## config.mk

```make
export PLATFORM = sky130hd
export DESIGN_NAME = uhb_host_port
export DESIGN_NICKNAME = d
export VERILOG_FILES = /design/src/rtl/uhb_sync.v /design/src/rtl/uhb_host_port.v
export VERILOG_INCLUDE_DIRS = /design/src /design/src/common
export SDC_FILE = /design/constraint.sdc
export NUM_CORES = 1
export LEC_CHECK = 0
export BUFFER_PORTS_ARGS = -buffer_cell sky130_fd_sc_hd__buf_2
export CORE_ASPECT_RATIO = 0.6
export CORE_MARGIN = 3
export CORE_UTILIZATION = 53
export CTS_BUF_LIST = sky130_fd_sc_hd__clkbuf_4 sky130_fd_sc_hd__clkbuf_8
export DETAILED_ROUTE_END_ITERATION = 8
export GPL_TIMING_DRIVEN = 0
export HOLD_SLACK_MARGIN = 0.1
export PLACE_DENSITY = 0.87
export SLEW_MARGIN = 20
export SYNTH_ARGS = -nofsm -noshare
export SYNTH_HDL_FRONTEND = slang
export SYNTH_HIERARCHICAL = 1
export SYNTH_SLANG_ARGS = --single-unit
```

## constraint.sdc

```tcl
create_clock -name ref_clk_i -period 2.2 [get_ports ref_clk_i]
set_clock_uncertainty 0.1 [all_clocks]
set_input_delay 0.33 -clock ref_clk_i [delete_from_list [all_inputs] [get_ports ref_clk_i]]
set_output_delay 0.33 -clock ref_clk_i [all_outputs]
set_load 0.01 [all_outputs]
```

## src/common/uhb_defs.vh

```
/*
 Constants for the parallel host port block: AXI4-Lite register offsets,
 field positions, reset values and timing counts.
 Assumes a 10 MHz reference clock.
*/
// Overview of operation
// - Bus select high picks strobe-style bus, low picks read/write-line bus.
// - Strobe mode: write strobe fall starts write, rise latches data to addressed register.
// - Read/write-line mode: direction high means read, low means write.
// - Bus transactions are answered only while device select is low; the code checks select for strobe-mode reads only at the read strobe fall.
// - Strobe mode: interrupt active high, driven when control bit 3 set, else floating.
// - Read/write-line mode: interrupt active low, open drain, pulled up outside.
// - Control bit 6 clear: normal format, transmit idles high, also during reset.
// - Control bit 6 set: infrared coding on transmit and receive, idle level low; the code codes transmit only, rx is just status bit 2.
// - Clear-to-send gates transmission under feature bit 7, reported in status bit 4.
// - Data-set-ready, carrier-detect and ring inputs are status only.
// - Power-save input high isolates the data bus and ignores bus activity.
// - Strobe mode: read strobe fall drives addressed byte until strobe rises.
// - Reset pin polarity follows bus mode; minimum pulse resets registers and outputs.
`ifndef UHB_DEFS_VH
`define UHB_DEFS_VH

`define UHB_OFS_MODEM_CTRL 6'h00
`define UHB_OFS_EXT_FEAT 6'h04
`define UHB_OFS_MODEM_STAT 6'h08
`define UHB_OFS_INT_STAT 6'h0C
`define UHB_OFS_INT_MASK 6'h10
`define UHB_OFS_HOST_LAST 6'h14

`define UHB_MCR_DTR 0
`define UHB_MCR_RTS 1
`define UHB_MCR_INTEN 3
`define UHB_MCR_IRDA 6
`define UHB_EFR_AUTORTS 6
`define UHB_EFR_AUTOCTS 7
`define UHB_MSR_MODE 0
`define UHB_MSR_ISO 1
`define UHB_MSR_RXLVL 2
`define UHB_MSR_CTS 4
`define UHB_MSR_DSR 5
`define UHB_MSR_RI 6
`define UHB_MSR_CD 7

`define UHB_EV_HWRITE 0
`define UHB_EV_HREAD 1
`define UHB_EV_CTS 2
`define UHB_EV_TXDONE 3
`define UHB_EV_W 4

`define UHB_MCR_RST 8'h00
`define UHB_EFR_RST 8'h00
`define UHB_MASK_RST 4'h0
// Idle level of every synchronised pin, so no false edge follows reset
`define UHB_PIN_IDLE 22'h3C003E

`define UHB_CLK_NS 100
`define UHB_RST_MIN_NS 40
`define UHB_RST_MIN_CYC ((`UHB_RST_MIN_NS + `UHB_CLK_NS - 1) / `UHB_CLK_NS)
`define UHB_BAUD_DIV 4'h1
`define UHB_SUB_LAST 4'hF
`define UHB_IR_PULSE 4'h3
`define UHB_TX_ADDR 3'h0
`define UHB_MSR_ADDR 3'h6

`endif

```

## src/rtl/uhb_sync.v

```verilog
/*
 Two-flop synchroniser for a vector of asynchronous pin levels.
 Assumes each bit is an independent level; no bus coherence is promised.
*/
`timescale 1ns/1ps
module uhb_sync #(
	parameter WIDTH = 1,
	parameter [WIDTH-1:0] RST_VAL = {WIDTH{1'b0}}
) (
	// Clock and reset
	input wire ref_clk_i,
	input wire nrst_i,
	// Levels
	input wire [WIDTH-1:0] async_i,
	output reg [WIDTH-1:0] sync_o
);
	reg [WIDTH-1:0] meta_reg;

	always @(posedge ref_clk_i or negedge nrst_i) begin
		if (!nrst_i) begin
			meta_reg <= RST_VAL;
			sync_o <= RST_VAL;
		end else begin
			meta_reg <= async_i;
			sync_o <= meta_reg;
		end
	end
endmodule

```

## src/rtl/uhb_host_port.v

```verilog
/*
 Parallel host port of a serial controller: strobe-style or read/write-line
 host bus, interrupt pin, serial transmit pin, modem pins, power isolation,
 and an AXI4-Lite slave for the control and status registers.
 Assumes all pin inputs are asynchronous to ref_clk_i; host strobes must be
 held well over two clock periods so the synchronised edges are seen.
*/
// Added by the designer: the AXI4-Lite interface to the registers and the register addresses.
`timescale 1ns/1ps
`include "uhb_defs.vh"
module uhb_host_port (
	// Clock and reset
	input wire ref_clk_i,
	input wire nrst_i,
	// Host bus pins
	input wire bus_sel_i,
	input wire cs_n_i,
	input wire write_strobe_n_i,
	input wire read_strobe_n_i,
	input wire [2:0] addr_i,
	input wire [7:0] data_i,
	output reg [7:0] data_o,
	output reg data_oe_o,
	input wire reset_pin_i,
	input wire power_isolate_in_i,
	// Interrupt pin
	output reg int_o,
	output reg int_oe_o,
	// Serial and modem pins
	output reg tx_o,
	input wire rx_i,
	output reg rts_n_o,
	output reg dtr_n_o,
	input wire cts_n_i,
	input wire dsr_n_i,
	input wire cd_n_i,
	input wire ri_n_i,
	// AXI4-Lite slave
	input wire [5:0] s_axi_awaddr,
	input wire s_axi_awvalid,
	output reg s_axi_awready,
	input wire [31:0] s_axi_wdata,
	input wire [3:0] s_axi_wstrb,
	input wire s_axi_wvalid,
	output reg s_axi_wready,
	output reg [1:0] s_axi_bresp,
	output reg s_axi_bvalid,
	input wire s_axi_bready,
	input wire [5:0] s_axi_araddr,
	input wire s_axi_arvalid,
	output reg s_axi_arready,
	output reg [31:0] s_axi_rdata,
	output reg [1:0] s_axi_rresp,
	output reg s_axi_rvalid,
	input wire s_axi_rready,
	// Interrupt to system
	output reg irq_o
);
	localparam ST_IDLE = 4'b0001;
	localparam ST_START = 4'b0010;
	localparam ST_DATA = 4'b0100;
	localparam ST_STOP = 4'b1000;

	wire [21:0] pin_s;
	wire mode_s, cs_n_s, wr_n_s, rd_n_s, rst_pin_s, rx_s, cts_n_s, dsr_n_s, cd_n_s, ri_n_s, iso_s;
	wire [2:0] addr_s;
	wire [7:0] data_s;

	uhb_sync #(.WIDTH(22), .RST_VAL(`UHB_PIN_IDLE)) u_sync (
		.ref_clk_i(ref_clk_i),
		.nrst_i(nrst_i),
		.async_i({bus_sel_i, cs_n_i, write_strobe_n_i, read_strobe_n_i, addr_i, data_i,
			reset_pin_i, rx_i, cts_n_i, dsr_n_i, cd_n_i, ri_n_i, power_isolate_in_i}),
		.sync_o(pin_s)
	);
	assign {mode_s, cs_n_s, wr_n_s, rd_n_s, addr_s, data_s, rst_pin_s, rx_s, cts_n_s,
		dsr_n_s, cd_n_s, ri_n_s, iso_s} = pin_s;

	reg wr_n_reg, rd_n_reg, cs_n_reg, cts_n_reg;
	reg [7:0] modem_control_reg, extended_feature_reg;
	reg [`UHB_EV_W-1:0] int_stat_reg, int_mask_reg;
	reg [7:0] host_file [0:7];
	reg [7:0] host_last_reg;
	reg [2:0] acc_addr_reg;
	reg acc_read_reg, acc_busy_reg;
	reg soft_rst_reg;
	reg [3:0] tx_state_reg, sub_reg, div_reg;
	reg [2:0] bit_reg;
	reg [7:0] tx_shift_reg;
	reg tx_pend_reg;
	reg [7:0] tx_hold_reg;
	reg aw_got_reg, w_got_reg;
	reg [5:0] aw_addr_reg;
	reg [31:0] w_data_reg;
	reg [3:0] w_strb_reg;

	// Reset pin polarity follows bus mode
	wire pin_rst_act = mode_s ? rst_pin_s : ~rst_pin_s;
	wire live = ~iso_s & ~soft_rst_reg;
	wire strobe_mode = mode_s;
	wire wr_fall = wr_n_reg & ~wr_n_s;
	wire wr_rise = ~wr_n_reg & wr_n_s;
	wire rd_fall = rd_n_reg & ~rd_n_s;
	wire rd_rise = ~rd_n_reg & rd_n_s;
	wire cs_fall = cs_n_reg & ~cs_n_s;
	wire cs_rise = ~cs_n_reg & cs_n_s;
	wire [7:0] msr_val = {~cd_n_s, ~ri_n_s, ~dsr_n_s, ~cts_n_s, 1'b0, rx_s, iso_s, mode_s};

	// Host write commit and read event, per bus mode
	wire host_wr = live & (strobe_mode ? (wr_rise & ~cs_n_s & acc_busy_reg)
		: (cs_rise & acc_busy_reg & ~acc_read_reg));
	wire host_rd = live & (strobe_mode ? (rd_rise & acc_busy_reg & acc_read_reg)
		: (cs_rise & acc_busy_reg & acc_read_reg));
	wire [2:0] wr_addr = strobe_mode ? addr_s : acc_addr_reg;
	wire [7:0] rd_byte = (acc_addr_reg == `UHB_MSR_ADDR) ? msr_val : host_file[acc_addr_reg];

	wire tx_done = tx_state_reg[3] & (sub_reg == `UHB_SUB_LAST) & (div_reg == `UHB_BAUD_DIV);
	wire [`UHB_EV_W-1:0] ev = {tx_done, cts_n_s ^ cts_n_reg, host_rd, host_wr};

	// AXI write path
	wire aw_take = s_axi_awvalid & s_axi_awready;
	wire w_take = s_axi_wvalid & s_axi_wready;
	wire wr_go = aw_got_reg & w_got_reg & ~s_axi_bvalid;
	wire wr_map = (aw_addr_reg == `UHB_OFS_MODEM_CTRL) | (aw_addr_reg == `UHB_OFS_EXT_FEAT)
		| (aw_addr_reg == `UHB_OFS_INT_STAT) | (aw_addr_reg == `UHB_OFS_INT_MASK);
	wire [`UHB_EV_W-1:0] w1c = (wr_go & w_strb_reg[0] & (aw_addr_reg == `UHB_OFS_INT_STAT))
		? w_data_reg[`UHB_EV_W-1:0] : {`UHB_EV_W{1'b0}};

	// Pin reset filter and edge history
	always @(posedge ref_clk_i or negedge nrst_i) begin
		if (!nrst_i) begin
			soft_rst_reg <= 1'b0;
			wr_n_reg <= 1'b1;
			rd_n_reg <= 1'b1;
			cs_n_reg <= 1'b1;
			cts_n_reg <= 1'b1;
		end else begin
			// One cycle already covers the minimum pulse width
			soft_rst_reg <= pin_rst_act;
			wr_n_reg <= wr_n_s;
			rd_n_reg <= rd_n_s;
			cs_n_reg <= cs_n_s;
			cts_n_reg <= cts_n_s;
		end
	end

	// Host bus access sequencing
	always @(posedge ref_clk_i or negedge nrst_i) begin
		if (!nrst_i) begin
			acc_busy_reg <= 1'b0;
			acc_read_reg <= 1'b0;
			acc_addr_reg <= 3'h0;
			data_o <= 8'h00;
			data_oe_o <= 1'b0;
			host_last_reg <= 8'h00;
		end else if (!live) begin
			acc_busy_reg <= 1'b0;
			data_oe_o <= 1'b0;
			if (soft_rst_reg) begin
				host_last_reg <= 8'h00;
			end
		end else if (strobe_mode) begin
			if (wr_fall && !cs_n_s) begin
				acc_busy_reg <= 1'b1;
				acc_read_reg <= 1'b0;
			end else if (rd_fall && !cs_n_s) begin
				acc_busy_reg <= 1'b1;
				acc_read_reg <= 1'b1;
				acc_addr_reg <= addr_s;
			end else if (wr_rise || rd_rise) begin
				acc_busy_reg <= 1'b0;
			end
			data_oe_o <= acc_busy_reg & acc_read_reg & ~rd_n_s & ~rd_rise;
			data_o <= rd_byte;
			if (host_wr) begin
				host_last_reg <= data_s;
			end
		end else begin
			if (cs_fall) begin
				acc_busy_reg <= 1'b1;
			end else if (cs_rise) begin
				acc_busy_reg <= 1'b0;
			end
			if (!cs_n_s) begin
				acc_read_reg <= wr_n_s;
				acc_addr_reg <= addr_s;
			end
			data_oe_o <= acc_busy_reg & ~cs_n_s & wr_n_s;
			data_o <= rd_byte;
			if (host_wr) begin
				host_last_reg <= data_s;
			end
		end
	end

	// Host register file, no reset on the storage itself
	always @(posedge ref_clk_i) begin
		if (host_wr) begin
			host_file[wr_addr] <= data_s;
		end
	end

	// Transmit holding byte from host writes to address zero
	always @(posedge ref_clk_i or negedge nrst_i) begin
		if (!nrst_i) begin
			tx_pend_reg <= 1'b0;
			tx_hold_reg <= 8'h00;
		end else if (soft_rst_reg) begin
			tx_pend_reg <= 1'b0;
		end else if (host_wr && wr_addr == `UHB_TX_ADDR) begin
			tx_pend_reg <= 1'b1;
			tx_hold_reg <= data_s;
		end else if (tx_state_reg[0] && tx_pend_reg
			&& !(extended_feature_reg[`UHB_EFR_AUTOCTS] && cts_n_s)) begin
			tx_pend_reg <= 1'b0;
		end
	end

	// Serial transmitter: sixteen sub-ticks per bit
	wire sub_tick = (div_reg == `UHB_BAUD_DIV);
	wire bit_end = sub_tick & (sub_reg == `UHB_SUB_LAST);
	wire cur_bit = tx_state_reg[1] ? 1'b0 : tx_state_reg[2] ? tx_shift_reg[0] : 1'b1;
	always @(posedge ref_clk_i or negedge nrst_i) begin
		if (!nrst_i) begin
			tx_state_reg <= ST_IDLE;
			sub_reg <= 4'h0;
			div_reg <= 4'h1;
			bit_reg <= 3'h0;
			tx_shift_reg <= 8'h00;
			tx_o <= 1'b1;
		end else if (soft_rst_reg) begin
			tx_state_reg <= ST_IDLE;
			sub_reg <= 4'h0;
			div_reg <= 4'h1;
			tx_o <= 1'b1;
		end else begin
			div_reg <= sub_tick ? 4'h1 : div_reg + 4'h1;
			if (sub_tick) begin
				sub_reg <= sub_reg + 4'h1;
			end
			case (tx_state_reg)
				ST_IDLE: begin
					sub_reg <= 4'h0;
					if (tx_pend_reg && !(extended_feature_reg[`UHB_EFR_AUTOCTS] && cts_n_s)) begin
						tx_state_reg <= ST_START;
						tx_shift_reg <= tx_hold_reg;
					end
				end
				ST_START: begin
					if (bit_end) begin
						tx_state_reg <= ST_DATA;
						bit_reg <= 3'h0;
					end
				end
				ST_DATA: begin
					if (bit_end) begin
						tx_shift_reg <= {1'b0, tx_shift_reg[7:1]};
						bit_reg <= bit_reg + 3'h1;
						if (bit_reg == 3'h7) begin
							tx_state_reg <= ST_STOP;
						end
					end
				end
				ST_STOP: begin
					if (bit_end) begin
						tx_state_reg <= ST_IDLE;
					end
				end
				default: tx_state_reg <= ST_IDLE;
			endcase
			// Infrared: short high pulse for each zero bit, low otherwise
			if (modem_control_reg[`UHB_MCR_IRDA]) begin
				tx_o <= ~cur_bit & (sub_reg < `UHB_IR_PULSE);
			end else begin
				tx_o <= cur_bit;
			end
		end
	end

	// Modem outputs and interrupt pin
	wire int_act = |(int_stat_reg & int_mask_reg);
	always @(posedge ref_clk_i or negedge nrst_i) begin
		if (!nrst_i) begin
			rts_n_o <= 1'b1;
			dtr_n_o <= 1'b1;
			int_o <= 1'b0;
			int_oe_o <= 1'b0;
			irq_o <= 1'b0;
		end else begin
			// Automatic mode relies on software raising the control bit first
			rts_n_o <= ~modem_control_reg[`UHB_MCR_RTS];
			dtr_n_o <= ~modem_control_reg[`UHB_MCR_DTR];
			irq_o <= int_act;
			if (mode_s) begin
				int_o <= int_act;
				int_oe_o <= modem_control_reg[`UHB_MCR_INTEN];
			end else begin
				int_o <= 1'b0;
				int_oe_o <= int_act;
			end
		end
	end

	// AXI4-Lite slave and control registers
	always @(posedge ref_clk_i or negedge nrst_i) begin
		if (!nrst_i) begin
			s_axi_awready <= 1'b0;
			s_axi_wready <= 1'b0;
			s_axi_bvalid <= 1'b0;
			s_axi_bresp <= 2'h0;
			s_axi_arready <= 1'b0;
			s_axi_rvalid <= 1'b0;
			s_axi_rresp <= 2'h0;
			s_axi_rdata <= 32'h00000000;
			aw_got_reg <= 1'b0;
			w_got_reg <= 1'b0;
			aw_addr_reg <= 6'h00;
			w_data_reg <= 32'h00000000;
			w_strb_reg <= 4'h0;
			modem_control_reg <= `UHB_MCR_RST;
			extended_feature_reg <= `UHB_EFR_RST;
			int_mask_reg <= `UHB_MASK_RST;
			int_stat_reg <= {`UHB_EV_W{1'b0}};
		end else begin
			s_axi_awready <= ~aw_got_reg & ~aw_take & ~s_axi_bvalid;
			s_axi_wready <= ~w_got_reg & ~w_take & ~s_axi_bvalid;
			if (aw_take) begin
				aw_got_reg <= 1'b1;
				aw_addr_reg <= s_axi_awaddr;
			end
			if (w_take) begin
				w_got_reg <= 1'b1;
				w_data_reg <= s_axi_wdata;
				w_strb_reg <= s_axi_wstrb;
			end
			// Events win over a simultaneous clear
			int_stat_reg <= (int_stat_reg & ~w1c) | ev;
			if (wr_go) begin
				aw_got_reg <= 1'b0;
				w_got_reg <= 1'b0;
				s_axi_bvalid <= 1'b1;
				s_axi_bresp <= wr_map ? 2'h0 : 2'h2;
				if (w_strb_reg[0]) begin
					case (aw_addr_reg)
						`UHB_OFS_MODEM_CTRL: modem_control_reg <= w_data_reg[7:0];
						`UHB_OFS_EXT_FEAT: extended_feature_reg <= w_data_reg[7:0];
						`UHB_OFS_INT_MASK: int_mask_reg <= w_data_reg[`UHB_EV_W-1:0];
						default: ;
					endcase
				end
			end else if (s_axi_bvalid && s_axi_bready) begin
				s_axi_bvalid <= 1'b0;
			end
			if (soft_rst_reg) begin
				modem_control_reg <= `UHB_MCR_RST;
				extended_feature_reg <= `UHB_EFR_RST;
				int_mask_reg <= `UHB_MASK_RST;
				int_stat_reg <= {`UHB_EV_W{1'b0}};
			end
			s_axi_arready <= ~s_axi_arready & ~s_axi_rvalid & s_axi_arvalid;
			if (s_axi_arvalid && s_axi_arready) begin
				s_axi_rvalid <= 1'b1;
				s_axi_rresp <= 2'h0;
				case (s_axi_araddr)
					`UHB_OFS_MODEM_CTRL: s_axi_rdata <= {24'h000000, modem_control_reg};
					`UHB_OFS_EXT_FEAT: s_axi_rdata <= {24'h000000, extended_feature_reg};
					`UHB_OFS_MODEM_STAT: s_axi_rdata <= {24'h000000, msr_val};
					`UHB_OFS_INT_STAT: s_axi_rdata <= {28'h0000000, int_stat_reg};
					`UHB_OFS_INT_MASK: s_axi_rdata <= {28'h0000000, int_mask_reg};
					`UHB_OFS_HOST_LAST: s_axi_rdata <= {24'h000000, host_last_reg};
					default: begin
						s_axi_rdata <= 32'h00000000;
						s_axi_rresp <= 2'h2;
					end
				endcase
			end else if (s_axi_rvalid && s_axi_rready) begin
				s_axi_rvalid <= 1'b0;
			end
		end
	end
endmodule

```

==> After elaboration in Yosys (flattened, before gate mapping) <==
Memory sizes are Yosys's and may differ from the RTL's.
Cells that the tools add are included.
{ "totals": {"elab_cells": 271, "mem_bits_rw": 64, "memories": 1, "regBits": 191, "inputBits": 77} }
{ "memory_table": {"columns": ["name", "depth", "word_bits", "rd", "rd_ports_with_merged_regs", "wr", "line_no", "source"], "rows": [
  ["host_file", 8, 8, 1, 0, 1, "uhb_host_port.v:82", "reg [7:0] host_file [0:7];"]
]} }
{ "op_classes": {"bitwise": 70, "reduce_logical": 43, "order_cmp": 1, "n_addsub": 3, "eq_ne": 31, "muxes": 79} }
{ "op_table": {"columns": ["cell", "count"], "rows": [
  ["$mux W8", 14],
  ["$mux W4", 17],
  ["$pmux W8 S6", 1],
  ["$and A1 B1 Y1", 37],
  ["$mux W1", 35],
  ["$not A1 Y1", 25],
  ["$reduce_bool A2 Y1", 12],
  ["$mux W3", 7],
  ["$eq A6 B4 Y1 const B", 3],
  ["$eq A6 B5 Y1 const B", 3],
  ["$ne A3 B3 Y1 const B", 6],
  ["$pmux W4 S4", 1],
  ["$pmux W8 S2", 1],
  ["$eq A6 B3 Y1 const B", 2],
  ["$logic_not A6 Y1", 2],
  ["$reduce_and A3 Y1", 4],
  ["$reduce_and A4 Y1", 3],
  ["$logic_and A1 B1 Y1", 10],
  ["$ne A2 B2 Y1 const B", 5],
  ["$add A4 B1 Y4 const B", 2],
  ["$and A4 B4 Y4", 2],
  ["$eq A4 B1 Y1 const B", 2],
  ["$eq A4 B4 Y1 const B", 2],
  ["$eq A3 B3 Y1 const B", 2],
  ["other kinds (21)", 29]
]} }

==> Longest topological paths before layout <==
Gate-level depths: netlist of the first run.
{ "depth": {"depth_word": 9, "mapped_depth": 7, "ltp_nobuf": 6} }

==> Modules after synthesis <==
The synthesis of the first run kept the hierarchy.
{ "by_module_without_submodules": {"columns": ["module", "cells_each", "area_per_inst_um2", "n_inst", "seq_area_each_um2"], "rows": [
  ["uhb_host_port", 621, 7986.4, 1, 4720.8],
  ["uhb_sync", 44, 1123.6, 1, 1123.6]
]} }

==> Least setup slack after synthesis of the first run <==
OpenSTA, ideal clock, no wires.
{ "synth_path": {"path_type": "flip-flop to flip-flop", "from": "register u_sync.sync_o[20]", "to": "memory host_file[1][0], enable pin", "required_time_ns": 1.730, "stages_incl_launch_ff": 6, "slack_ns": -0.094, "arrival_time_ns": 1.824, "path_cell_list": "dfstp_2 ha_1 nor3b_2 o21ai_2 or2_2 nor2_1"} }
{ "synth_between": {"elab_chain_len": 7, "elab_cells_between_ends": 10, "cone_classes": "mux: 3; bitwise: 7"} }
{ "synth_rtl": {"columns": ["element", "line_no", "source"], "rows": [
  ["start: declaration", "uhb_sync.v:15", "output reg [WIDTH-1:0] sync_o"],
  ["start signal: assignment", "uhb_sync.v:25", "sync_o <= meta_reg;"],
  ["$and A1 B1 Y1 / $not A1 Y1 (equally long branches)", "uhb_host_port.v:106, uhb_host_port.v:110", null],
  ["$and A1 B1 Y1, on equally long branches (2 in series)", "uhb_host_port.v:111, uhb_host_port.v:110", null],
  ["$mux W1 (*)", "uhb_host_port.v:110", "wire host_wr = live & (strobe_mode ? (wr_rise & ~cs_n_s & acc_busy_reg)"],
  ["$and A1 B1 Y1 (*)", "uhb_host_port.v:110", null],
  ["$mux W1 (*)", "uhb_host_port.v:198", "if (host_wr) begin"],
  ["$mux W1 (not written as such) (*)", "uhb_host_port.v:199", "host_file[wr_addr] <= data_s;"],
  ["end: declaration", "uhb_host_port.v:82", null]
]} }
Mark *: on every way between the ends. The rest lies on a longest branch, timed or not.

==> Worst setup path in the final report of the first run <==
{ "layout_path": {"from": "register u_sync.sync_o[21]", "to": "memory host_file[7][2], enable pin"} }
{ "layout_between": {"elab_chain_len": 4, "elab_cells_between_ends": 5, "cone_classes": "mux: 4; bitwise: 1"} }
{ "layout_rtl": {"columns": ["element", "line_no"], "rows": [
  ["$mux W1", "uhb_host_port.v:110"],
  ["$and A1 B1 Y1", "uhb_host_port.v:110"],
  ["$mux W1", "uhb_host_port.v:198"],
  ["$mux W1 (not written as such)", "uhb_host_port.v:199"]
]} }
Several ways; a longest one is shown, not always the timed one.

==> results.py, run 1 <==
metrics = {
    "synth": {
        "synthAdderAreaFrac_pct": 0.9614,
        "syn_avg_cell_area_sq_um": 13.70,
        "yosysSeqAreaShare_pct": 64.15,
        "synth_xor_area_share_pct": 0.8653,
        "synth_top_cell_by_area": "dfrtp_1",
        "synth_compound_area_share_pct": 8.131,
        "synthMuxAreaShare_pct": 12.26,
        "ys_ff_latch": 221,
        "yosysWarnings": 6,
        "synth_edf_count": 56,
        "synthFlopType": "dfrtp_1",
        "synthCells": 665,
        "synth_area_leaders": "dfrtp_1 (38%), edfxtp_1 (18%), dfstp_2 (7.8%)",
        "synthDistinctLibCells": 64,
        "async_flop_share_pct": 74.66,
        "netlist_area_sq_um": 9110,
        "synth_top_family_by_area": "multiplexers",
        "yosys.area_share.simple_pct": 8.625,
        "yosysTopAreaCellShare_pct": 37.91,
    },
    "power": {
        "power_frac_seq_pct": 50.1,
        "p_leak_nw": 5.099,
        "swShare_pct": 26.57,
        "combPwrFrac_pct": 14.6,
        "switching_power_mw": 2.611,
        "clkPwrFrac_pct": 35.3,
        "p_int_mw": 7.218,
        "vdd_drop_max_mv": 0.4261,
        "powerDensity_nw_per_um2": 865.8,
    },
    "grt": {
        "grt.total_usage_pct": 21.82,
        "grt_max_degree": 103,
        "grt_pass1_vias": 5967,
        "antenna_found_initial": 0,
        "gr-total-overflow": 0,
        "grt_pass1_wl_microns": 32140,
    },
    "timing": {
        "hold_viol": 0,
        "maxSlewViolCount": 0,
        "setup_tns_ns": -0.04882,
        "layout_min_cycle_time_ns": 2.210,
        "holdWs_ns": 0.1721,
        "layout_worst_path_cycle_share_pct": 100.5,
        "slew_headroom_pct": 60.93,
        "worstMarginPinSlew_ns": 0.5828,
        "setup_viol": 5,
        "clock.fmax_ghz": 0.4524,
        "worst_slack_ns": -0.01040,
    },
    "die": {
        "die_w_microns": 175.3,
        "die_h_microns": 107.6,
        "coreArea_sq_um": 16530,
        "pin_count": 133,
        "start_util_pct": 55.11,
        "dieArea_sq_um": 18850,
        "num_rows": 36,
    },
    "layout": {
        "diodes": 0,
        "largest_register_ffs": 56,
        "finalCoreUtilization_pct": 68.68,
        "drive_above_1_share_pct": 33.45,
        "syn_to_final_growth_pct": 24.63,
        "final_nets": 942,
        "final_cell_mix": "dfrtp_1 (138), buf_2 (80), edfxtp_1 (56)",
        "final_common_cell": "dfrtp_1",
        "layout.cells.non_filler": 1110,
    },
    "status": {
        "status": "finished with violations",
        "violations": "setup timing",
    },
    "clock_tree": {
        "h-tree-depth": 1,
        "cts_buffers": 30,
        "clk_latency_ns": 0.56,
        "path_clk_slew_ns": 0.08,
        "clock-sinks": 221,
        "cts_tree": "yes",
        "cts_max_path_buffers": 3,
        "cts_root_buffer": "clkbuf_8",
    },
    "route": {
        "postRouteAntennaNets": 0,
        "avgRoutedWirePerCell_microns": 18.75,
        "vias": 6104,
        "dr.pass1.iters": 6,
        "drt-initial-drc-count": 599,
        "drc": 0,
        "routed_wl_microns": 20810,
        "routed_via_density": 5.499,
    },
    "critical_path": {
        "worstSetupStartpointType": "flop",
        "critPathMaxStageDelay_ns": 0.70,
        "worstSetupStartpoint": "u_sync/sync_o[21]",
        "reg2reg_slack_ns": -0.01,
        "slowest_stage": "dfstp_2",
        "rr_startpoint": "u_sync/sync_o[21]",
        "crit_family": "flip-flops",
        "timing.rr.end": "host_file[7][2]",
        "cp_cell_sequence": "buf_2 -> buf_4 -> nor2_1 -> a31oi_1 -> nor2_4 -> buf_12",
        "reg2regPathDepth": 6,
        "path_class": "reg -> reg",
        "worst_setup_path_end_kind": "flop",
        "crit_fanout": 10,
        "critPathBufInv": 3,
        "cp.arrival_ns": 2.42,
        "cp.required_ns": 2.41,
    },
    "min_path": {
        "hp-class": "in -> reg",
        "hold-path-endpoint": "s_axi_rdata[3]",
        "holdPathStages": 3,
        "hold_start": "s_axi_araddr[2]",
    },
    "place": {
        "io_buffers": 78,
        "hpwl_microns": 13020,
        "placedCellCount": 997,
        "finalWeightedCongestion": 0.9015,
    },
    "run": {
        "drv_cap": 0,
    },
}
## worst max-delay path by stage
stage                           to  slack (ns)  cells after the start
5_1_grt            host_file[7][2]       -0.02                      6
4_1_cts            host_file[7][2]       0.005                      6
3_5_place_dp       host_file[5][7]       -0.76                      5
2_1_floorplan      host_file[1][0]       -0.09                      5
3_3_place_gp   u_sync/meta_reg[12]       -1.70                      1
6_report           host_file[7][2]       -0.01                      6
## power groups by stage
stage | Sequential, mW | Combinational [mW] | Clock, mW
after global placement | 4.93 | 1.24 | 0
after detailed placement | 4.95 | 1.28 | 0
after global routing | 4.97 | 1.57 | 3.72
final | 4.92 | 1.44 | 3.47
after floorplan | 4.88 | 0.831 | 0
after CTS | 4.87 | 1.37 | 3.51
## worst register-to-register path, cell delays in order, from the launching register on
cell	delay [ns]
dfstp_2	0.70
buf_2	0.30
buf_4	0.26
nor2_1	0.10
a31oi_1	0.29
nor2_4	0.08
buf_12	0.15
## logic make-up after synthesis
group,after synthesis
other,1
buffers and inverters,88
and+or+nand+nor,144
muxes,89
xor gates and xnor gates,9
adders and majority gates,7
AOI/OAI and AO/OA,106
DFF,221
## area by class of cell
cell class	instances	area (sq um)
buffer	54	335.3
clock buffer	52	615.6
clock inverter	4	70.07
fill	1066	5177
inverter	32	120.1
multi-input combinational	381	3029
sequential	221	5844
tap	228	285.3
timing repair buffer	138	1054
## routing by layer
metal / GRT usage (%) / routed length, microns / vias to the layer above
met2: 31.61 / 9057 / 303
met4: 6.883 / 517 / 0
met3: 6.166 / 2110 / 42
li1: - / - / 2740
met1: 32.16 / 9127 / 3019
met5: 0 / 0 / -
## through the flow
stage	cell area [sq um]	power, mW	worst slack, ns
2_1_floorplan	9206	5.716	-0.09409
3_3_place_gp	9882	6.164	-1.703
3_5_place_dp	9920	6.230	-0.7624
4_1_cts	11260	9.756	0.005230
5_1_grt	11350	10.25	-0.01843
6_report	11350	9.830	-0.01040
## Yosys cell counts, types with 4 or more instances
library cell / count
nor3b_1: 5
a222oi_1: 7
ha_1: 7
inv_1: 31
a2bb2oi_1: 5
nor2_1: 45
nor2b_1: 7
edfxtp_1: 56
buf_4: 27
a211oi_1: 5
nand4_1: 4
mux2_2: 39
dfrtp_1: 138
a21oi_1: 15
mux2i_1: 34
dfstp_2: 27
nand2_1: 31
xnor2_1: 4
a31oi_1: 13
clkbuf_1: 20
mux4_2: 14
buf_2: 4
o21ai_0: 31
nand3b_1: 4
xor2_1: 5
nor3_1: 8
nand3_1: 12
and4b_1: 4
a32oi_1: 5
## repair_timing
action | 4_1_cts | 5_1_grt
buffers inserted | 14 | 2
hold buffers | 43 | 0
gates resized for setup | 18 | 14
hold endpoints to repair | 114 | 0
endpoints found under the setup margin | 73 | 69
pin swaps | 5 | 3
Note: power is estimated with default switching activity, not from simulation.
==> run 2: changes to the inputs <==
--- a/config.mk
+++ b/config.mk
@@ -14,9 +14,8 @@
 export DETAILED_ROUTE_END_ITERATION = 8
 export GPL_TIMING_DRIVEN = 0
 export HOLD_SLACK_MARGIN = 0.1
-export PLACE_DENSITY = 0.87
+export PLACE_DENSITY_LB_ADDON = 0.12
 export SLEW_MARGIN = 20
 export SYNTH_ARGS = -nofsm -noshare
 export SYNTH_HDL_FRONTEND = slang
-export SYNTH_HIERARCHICAL = 1
 export SYNTH_SLANG_ARGS = --single-unit
==> run 2 against run 1 <==
Compared with the run above:
- the flow still finishes with violations (setup timing)
- critical path depth is 1 lower
- total power down 0.80%
- global-route usage rose by 0.72 points
- sequential share of layout area is 0.15 points higher
- maximum frequency decreased by 2.0%
- critical path type unchanged
- critical endpoint is now tx_shift_reg[1]
==> results.py, run 2 <==
metrics = {
    "synth": {
        "yosysTopAreaCellShare_pct": 38.48,
        "yosysWarnings": 0,
        "synthDistinctLibCells": 61,
        "synth_top_cell_by_area": "dfrtp_1",
        "async_flop_share_pct": 74.66,
        "synth_area_leaders": "dfrtp_1 (38%), edfxtp_1 (19%), dfstp_2 (7.9%)",
        "synthFlopType": "dfrtp_1",
        "syn_avg_cell_area_sq_um": 13.79,
        "synth_edf_count": 56,
        "yosysSeqAreaShare_pct": 65.12,
        "synth.most_common_cell": "dfrtp_1",
        "ys_ff_latch": 221,
        "synthTopCellsByCount": "dfrtp_1 (138), edfxtp_1 (56), nand2_1 (55)",
        "netlist_area_sq_um": 8975,
        "synthCells": 651,
    },
    "place": {
        "io_buffers": 78,
        "placedCellCount": 983,
        "hpwl_microns": 13740,
        "finalWeightedCongestion": 0.8695,
    },
    "critical_path": {
        "slowest_stage": "dfstp_2",
        "worst_setup_path_end_kind": "flop",
        "path_class": "reg -> reg",
        "worstSetupStartpointType": "flop",
        "worstSetupStartpoint": "tx_state_reg[0]",
        "rr_startpoint": "tx_state_reg[0]",
        "crit_fanout": 8,
        "critPathBufInv": 1,
        "cp.arrival_ns": 2.58,
        "crit_family": "simple AND/OR/NAND/NOR gates",
        "cp.required_ns": 2.53,
        "critPathMaxStageDelay_ns": 0.53,
        "cp_cell_sequence": "or4b_4 -> or3b_4 -> a21oi_4 -> buf_12 -> mux2_4",
    },
    "layout": {
        "final_nets": 935,
        "syn_to_final_growth_pct": 26.17,
        "largest_register_ffs": 56,
        "diodes": 0,
        "final_cell_mix": "dfrtp_1 (137), buf_2 (84), edfxtp_1 (56)",
        "drive_above_1_share_pct": 35.12,
        "fillers": 1187,
        "layout.cells.non_filler": 1105,
        "final_common_cell": "dfrtp_1",
    },
    "timing": {
        "layout_worst_path_cycle_share_pct": 102.5,
        "slew_headroom_pct": 32.05,
        "worstMarginPinSlew_ns": 1.010,
        "maxSlewViolCount": 0,
        "worst_slack_ns": -0.05506,
        "layout_min_cycle_time_ns": 2.255,
        "rsz0062_at_grt": "true",
        "hold_viol": 0,
        "clock.fmax_ghz": 0.4434,
        "setup_viol": 7,
    },
    "grt": {
        "antenna_found_initial": 0,
        "grt_max_degree": 91,
        "grt_pass1_wl_microns": 32800,
        "gr-total-overflow": 0,
        "grt.total_usage_pct": 22.54,
        "grt_pass1_vias": 6051,
    },
    "clock_tree": {
        "cts_tree": "yes",
        "cts_buffers": 31,
        "clock-sinks": 221,
        "path_clk_slew_ns": 0.07,
        "clk_latency_ns": 0.55,
        "cts_max_path_buffers": 3,
        "cts_root_buffer": "clkbuf_8",
        "h-tree-depth": 1,
    },
    "power": {
        "powerDensity_nw_per_um2": 861.2,
        "p_leak_nw": 4.989,
        "power_mw": 9.751,
        "vdd_drop_max_mv": 0.4496,
    },
    "run": {
        "drv_cap": 0,
    },
    "route": {
        "vias": 5877,
        "postRouteAntennaNets": 0,
        "routed_via_density": 5.319,
        "drc": 0,
        "routed_wl_microns": 20490,
        "avgRoutedWirePerCell_microns": 18.54,
        "drt-initial-drc-count": 510,
        "dr.pass1.iters": 5,
    },
    "status": {
        "violations": "setup timing",
        "status": "finished with violations",
    },
    "die": {
        "die_h_microns": 106.8,
        "die_w_microns": 174.0,
        "start_util_pct": 54.74,
        "num_rows": 36,
        "dieArea_sq_um": 18580,
        "pin_count": 133,
        "coreArea_sq_um": 16400,
    },
    "min_path": {
        "hp-class": "in -> reg",
        "hold_start": "s_axi_araddr[5]",
    },
}
-- run 2: kinds of logic (layout without fill, tap and decap cells) --
family / after synthesis / in the layout / share of synthesized area, %
AOI/OAI and AO/OA: 79 / 79 / 5.883
xor gates and xnor gates: 8 / 8 / 0.7806
adders and majority gates: 6 / 6 / 0.8086
buffers and inverters: 81 / 282 / 4.545
DFF: 221 / 221 / 65.12
muxes: 102 / 102 / 14.35
other: 1 / 26 / 0.04178
and+or+nand+nor: 153 / 153 / 8.476
-- run 2: metrics by stage --
stage	hold slack, ns	utilization, %	worst slack [ns]	instance area, sq um	setup TNS [ns]
2_1_floorplan	-0.06559	-	-0.1042	9104	-4.358
3_3_place_gp	0.2333	59.65	-1.679	9779	-284.24
3_5_place_dp	0.2347	59.87	-0.8904	9817	-40.78
4_1_cts	0.1738	68.78	-0.03387	11280	-0.1912
5_1_grt	0.2428	69.06	-0.09336	11320	-1.060
6_report	0.2393	69.06	-0.05506	11320	-0.2979
-- run 2: timing repair --
item	in CTS	in global routing
pin swaps	11	4
endpoints found under the hold margin	120	0
setup buffers	21	2
endpoints found under the setup margin	88	92
hold buffers	44	0
gates resized for setup	31	17
-- run 2: power breakdown --
group,internal (mW),total (mW),switching (mW)
combinational,0.690,1.44,0.745
clock,1.95,3.45,1.50
sequential,4.57,4.87,0.304
-- run 2: cell type report --
| cell class | instances | area (sq um) | area share [%] |
|---|---|---|---|
| plain buffers | 49 | 314.1 | 2.773 |
| clock buffers | 42 | 540.5 | 4.773 |
| clock inverters | 15 | 145.1 | 1.282 |
| inverters | 30 | 116.4 | 1.028 |
| multi-input cells | 374 | 2969 | 26.22 |
| flip-flops and latches | 221 | 5846 | 51.62 |
| well taps | 228 | 285.3 | 2.519 |
| repair buffers | 146 | 1107 | 9.779 |
-- run 2: final timing paths --
path	endpoint	slack [ns]	cells past startpoint
worst min register to register	u_sync.sync_o[11]	0.25	0
worst max-delay path	tx_shift_reg[1]	-0.06	5
max in group asynchronous	tx_state_reg[0]	0.86	3
worst min-delay path	s_axi_rdata[0]	0.24	4
min in group asynchronous	extended_feature_reg[5]	0.27	2
worst max register to register	tx_shift_reg[1]	-0.06	5
-- run 2: metal layers --
metal	up-vias	global-route usage (%)	part of all wire, %
li1	2685	-	-
met1	2931	34.90	49
met2	228	33.33	43
met3	33	4.742	7.2
met4	0	4.587	1.5
met5	-	0	0
-- run 2: worst min-delay path: cells and delay by family --
family	cells	cell delay, ns
compound gates	2	0.30
simple gates	1	0.11
buf+inv	1	0.09
==> run 3: changes to the inputs <==
--- a/config.mk
+++ b/config.mk
@@ -6,6 +6,7 @@
 export SDC_FILE = /design/constraint.sdc
 export NUM_CORES = 1
 export LEC_CHECK = 0
+export ABC_AREA = 1
 export BUFFER_PORTS_ARGS = -buffer_cell sky130_fd_sc_hd__buf_2
 export CORE_ASPECT_RATIO = 0.6
 export CORE_MARGIN = 3
==> run 3 against run 2 <==
Compared with the run above:
- the run now ends clean
- cell area is 0.15% higher
- total power is 10% higher
- critical path depth increased by 2
- global-route usage increased by 0.50 points
- first-iteration DRC count up 11%
- combinational power is 46% higher
- maximum frequency up 8.4%
- synthesized cell count up 45%
- worst hold slack worse by 0.075 ns
- worst setup slack better by 0.18 ns
- synthesized area up 2.9%
- critical path type unchanged
- largest cell class unchanged
==> results.py, run 3 <==
metrics = {
    "grt": {
        "grt_max_degree": 99,
        "grt_pass1_wl_microns": 34700,
        "grt.total_usage_pct": 23.04,
        "grt_pass1_vias": 6547,
        "antenna_found_initial": 0,
        "gr-total-overflow": 0,
    },
    "critical_path": {
        "worstSetupStartpointType": "flop",
        "cp.arrival_ns": 2.21,
        "worst_setup_path_end_kind": "flop",
        "path_class": "reg -> reg",
        "crit_fanout": 8,
        "cp.required_ns": 2.33,
    },
    "die": {
        "start_util_pct": 55.55,
        "num_rows": 36,
        "coreArea_sq_um": 16620,
        "die_h_microns": 108.2,
        "pin_count": 133,
        "die_w_microns": 176.4,
        "dieArea_sq_um": 19090,
    },
    "clock_tree": {
        "h-tree-depth": 1,
        "path_clk_slew_ns": 0.06,
        "clock-sinks": 221,
        "cts_max_path_buffers": 3,
        "cts_tree": "yes",
        "cts_buffers": 31,
        "clk_latency_ns": 0.57,
        "cts_root_buffer": "clkbuf_8",
    },
    "synth": {
        "yosysWarnings": 0,
        "yosysTopAreaCellShare_pct": 37.40,
        "synth.most_common_cell": "nand2_1",
        "ys_ff_latch": 221,
        "synth_edf_count": 56,
        "synth_compound_area_share_pct": 7.576,
        "synth_top_cell_by_area": "dfrtp_1",
        "synth_xor_area_share_pct": 0.3795,
        "synthTopCellsByCount": "nand2_1 (269), dfrtp_1 (138), nor2_1 (78)",
        "synthFlopType": "dfrtp_1",
        "synth_area_leaders": "dfrtp_1 (37%), edfxtp_1 (18%), nand2_1 (11%)",
        "yosysSeqAreaShare_pct": 63.30,
        "synthDistinctLibCells": 42,
        "synthMuxAreaShare_pct": 0,
        "synthCells": 944,
        "netlist_area_sq_um": 9233,
        "synthAdderAreaFrac_pct": 0.6776,
        "syn_avg_cell_area_sq_um": 9.780,
        "yosys.area_share.simple_pct": 21.28,
        "async_flop_share_pct": 74.66,
        "synth_top_family_by_area": "simple AND/OR/NAND/NOR gates",
    },
    "timing": {
        "worstMarginPinSlew_ns": 0.6713,
        "clock.fmax_ghz": 0.4808,
        "layout_worst_path_cycle_share_pct": 94.53,
        "holdWs_ns": 0.1646,
        "maxSlewViolCount": 0,
        "hold_viol": 0,
        "layout_min_cycle_time_ns": 2.080,
        "setup_viol": 0,
        "rsz0062_at_grt": "false",
        "slew_headroom_pct": 55.24,
    },
    "route": {
        "drc": 0,
        "postRouteAntennaNets": 0,
        "avgRoutedWirePerCell_microns": 15.66,
        "drt-initial-drc-count": 564,
        "vias": 7045,
        "dr.pass1.iters": 5,
        "routed_via_density": 5.083,
        "routed_wl_microns": 21710,
    },
    "layout": {
        "syn_to_final_growth_pct": 22.84,
        "final_nets": 1215,
        "diodes": 0,
        "fillers": 1292,
        "drive_above_1_share_pct": 21.16,
        "final_cell_mix": "nand2_1 (268), dfrtp_1 (137), buf_2 (93)",
        "largest_register_ffs": 56,
        "final_common_cell": "nand2_1",
    },
    "power": {
        "swShare_pct": 29.50,
        "vdd_drop_max_mv": 0.5221,
        "powerDensity_nw_per_um2": 947.0,
        "p_leak_nw": 5.380,
        "clkPwrFrac_pct": 33.7,
        "power_frac_seq_pct": 46.7,
        "p_int_mw": 7.571,
        "power_mw": 10.74,
        "combPwrFrac_pct": 19.5,
        "switching_power_mw": 3.168,
    },
    "place": {
        "io_buffers": 79,
        "finalWeightedCongestion": 0.8316,
        "hpwl_microns": 14780,
    },
    "min_path": {
        "hp-class": "in -> reg",
    },
    "status": {
        "status": "complete, no violations",
    },
    "run": {
        "drv_cap": 0,
    },
}
## run 3: cell count changes after synthesis, sizes merged, moves of 13 or more
cell,delta
buf,+13
inv,+44
mux2,-43
mux2i,-42
mux4,-17
nand2,+218
nand3,+62
nor2,+54
o21ai,+49
## run 3: through the flow
step / util (%) / TNS, ns / worst slack, ns / cell area, sq um / std cells
after detailed placement: 60.43 / -10.34 / -0.2878 / 10040 / 1277
after floorplan: - / 0 / 0.1646 / 9326 / 969
after global placement: 60.21 / -281.15 / -1.822 / 10010 / 1276
final: 68.23 / 0 / 0.1203 / 11340 / 1386
after CTS: 67.92 / -3.829 / -0.1347 / 11290 / 1385
after global routing: 68.23 / 0 / 0.01559 / 11340 / 1386
## run 3: worst paths after layout
check	startpoint	to	slack, ns	cells after the start
min	s_axi_araddr[5]	s_axi_rresp[1]	0.16	5
min in group asynchronous	nrst_i	w_data_reg[0]	0.21	2
max reg2reg	u_sync.sync_o[20]	host_file[4][6]	0.12	7
min reg2reg	u_sync.meta_reg[8]	u_sync.sync_o[8]	0.25	0
max in group asynchronous	nrst_i	u_sync.meta_reg[3]	0.94	3
max	u_sync.sync_o[20]	host_file[4][6]	0.12	7
## run 3: logic make-up after synthesis
group,count (synthesis)
and+or+nand+nor,461
buffers and inverters,126
AOI/OAI and AO/OA,126
DFF,221
xor gates and xnor gates,4
other,1
adders and majority gates,5
## run 3: timing repair
action / CTS / global route
hold buffers: 50 / 0
cloned: 0 / 0
endpoints found under the hold margin: 111 / 0
resized for setup: 7 / 8
buffers inserted: 0 / 1
endpoints found under the setup margin: 56 / 56
pin swaps: 0 / 2
## run 3: cell type report
| cell class | count | area (sq um) | share of cell area (%) |
|---|---|---|---|
| Tap cell | 228 | 285.3 | 2.515 |
| Inverter | 74 | 285.3 | 2.515 |
| Timing Repair Buffer | 131 | 953.4 | 8.407 |
| Multi-Input combinational cell | 622 | 2915 | 25.71 |
| Sequential cell | 221 | 5846 | 51.54 |
| Buffer | 52 | 337.8 | 2.979 |
| Clock buffer | 50 | 600.6 | 5.296 |
| Clock inverter | 8 | 117.6 | 1.037 |
## run 3: routing by layer
| layer | global-route usage [%] | up-vias | share of wire (%) |
|---|---|---|---|
| met2 | 31.50 | 240 | 40 |
| li1 | - | 3427 | - |
| met3 | 4.386 | 31 | 8.1 |
| met5 | 0 | - | 0 |
| met1 | 38.29 | 3347 | 51 |
| met4 | 4.090 | 0 | 1.4 |
## run 3: power by group through the flow
stage | combinational [mW] | sequential (mW) | clock [mW]
finish | 2.10 | 5.02 | 3.62
global route | 2.36 | 5.08 | 3.88
CTS | 2.08 | 5.01 | 3.68
detailed placement | 1.91 | 5.09 | 0
global placement | 1.86 | 5.08 | 0
floorplan | 1.19 | 5.08 | 0
## run 3: critical path, stage by stage, from the launching register on
cell and delay, ns:
dfstp_2 0.55, inv_1 0.12, nor2_1 0.11, nor2_1 0.09, nor2_4 0.12, nand2_4 0.12, or2_4 0.30, nor2_4 0.25
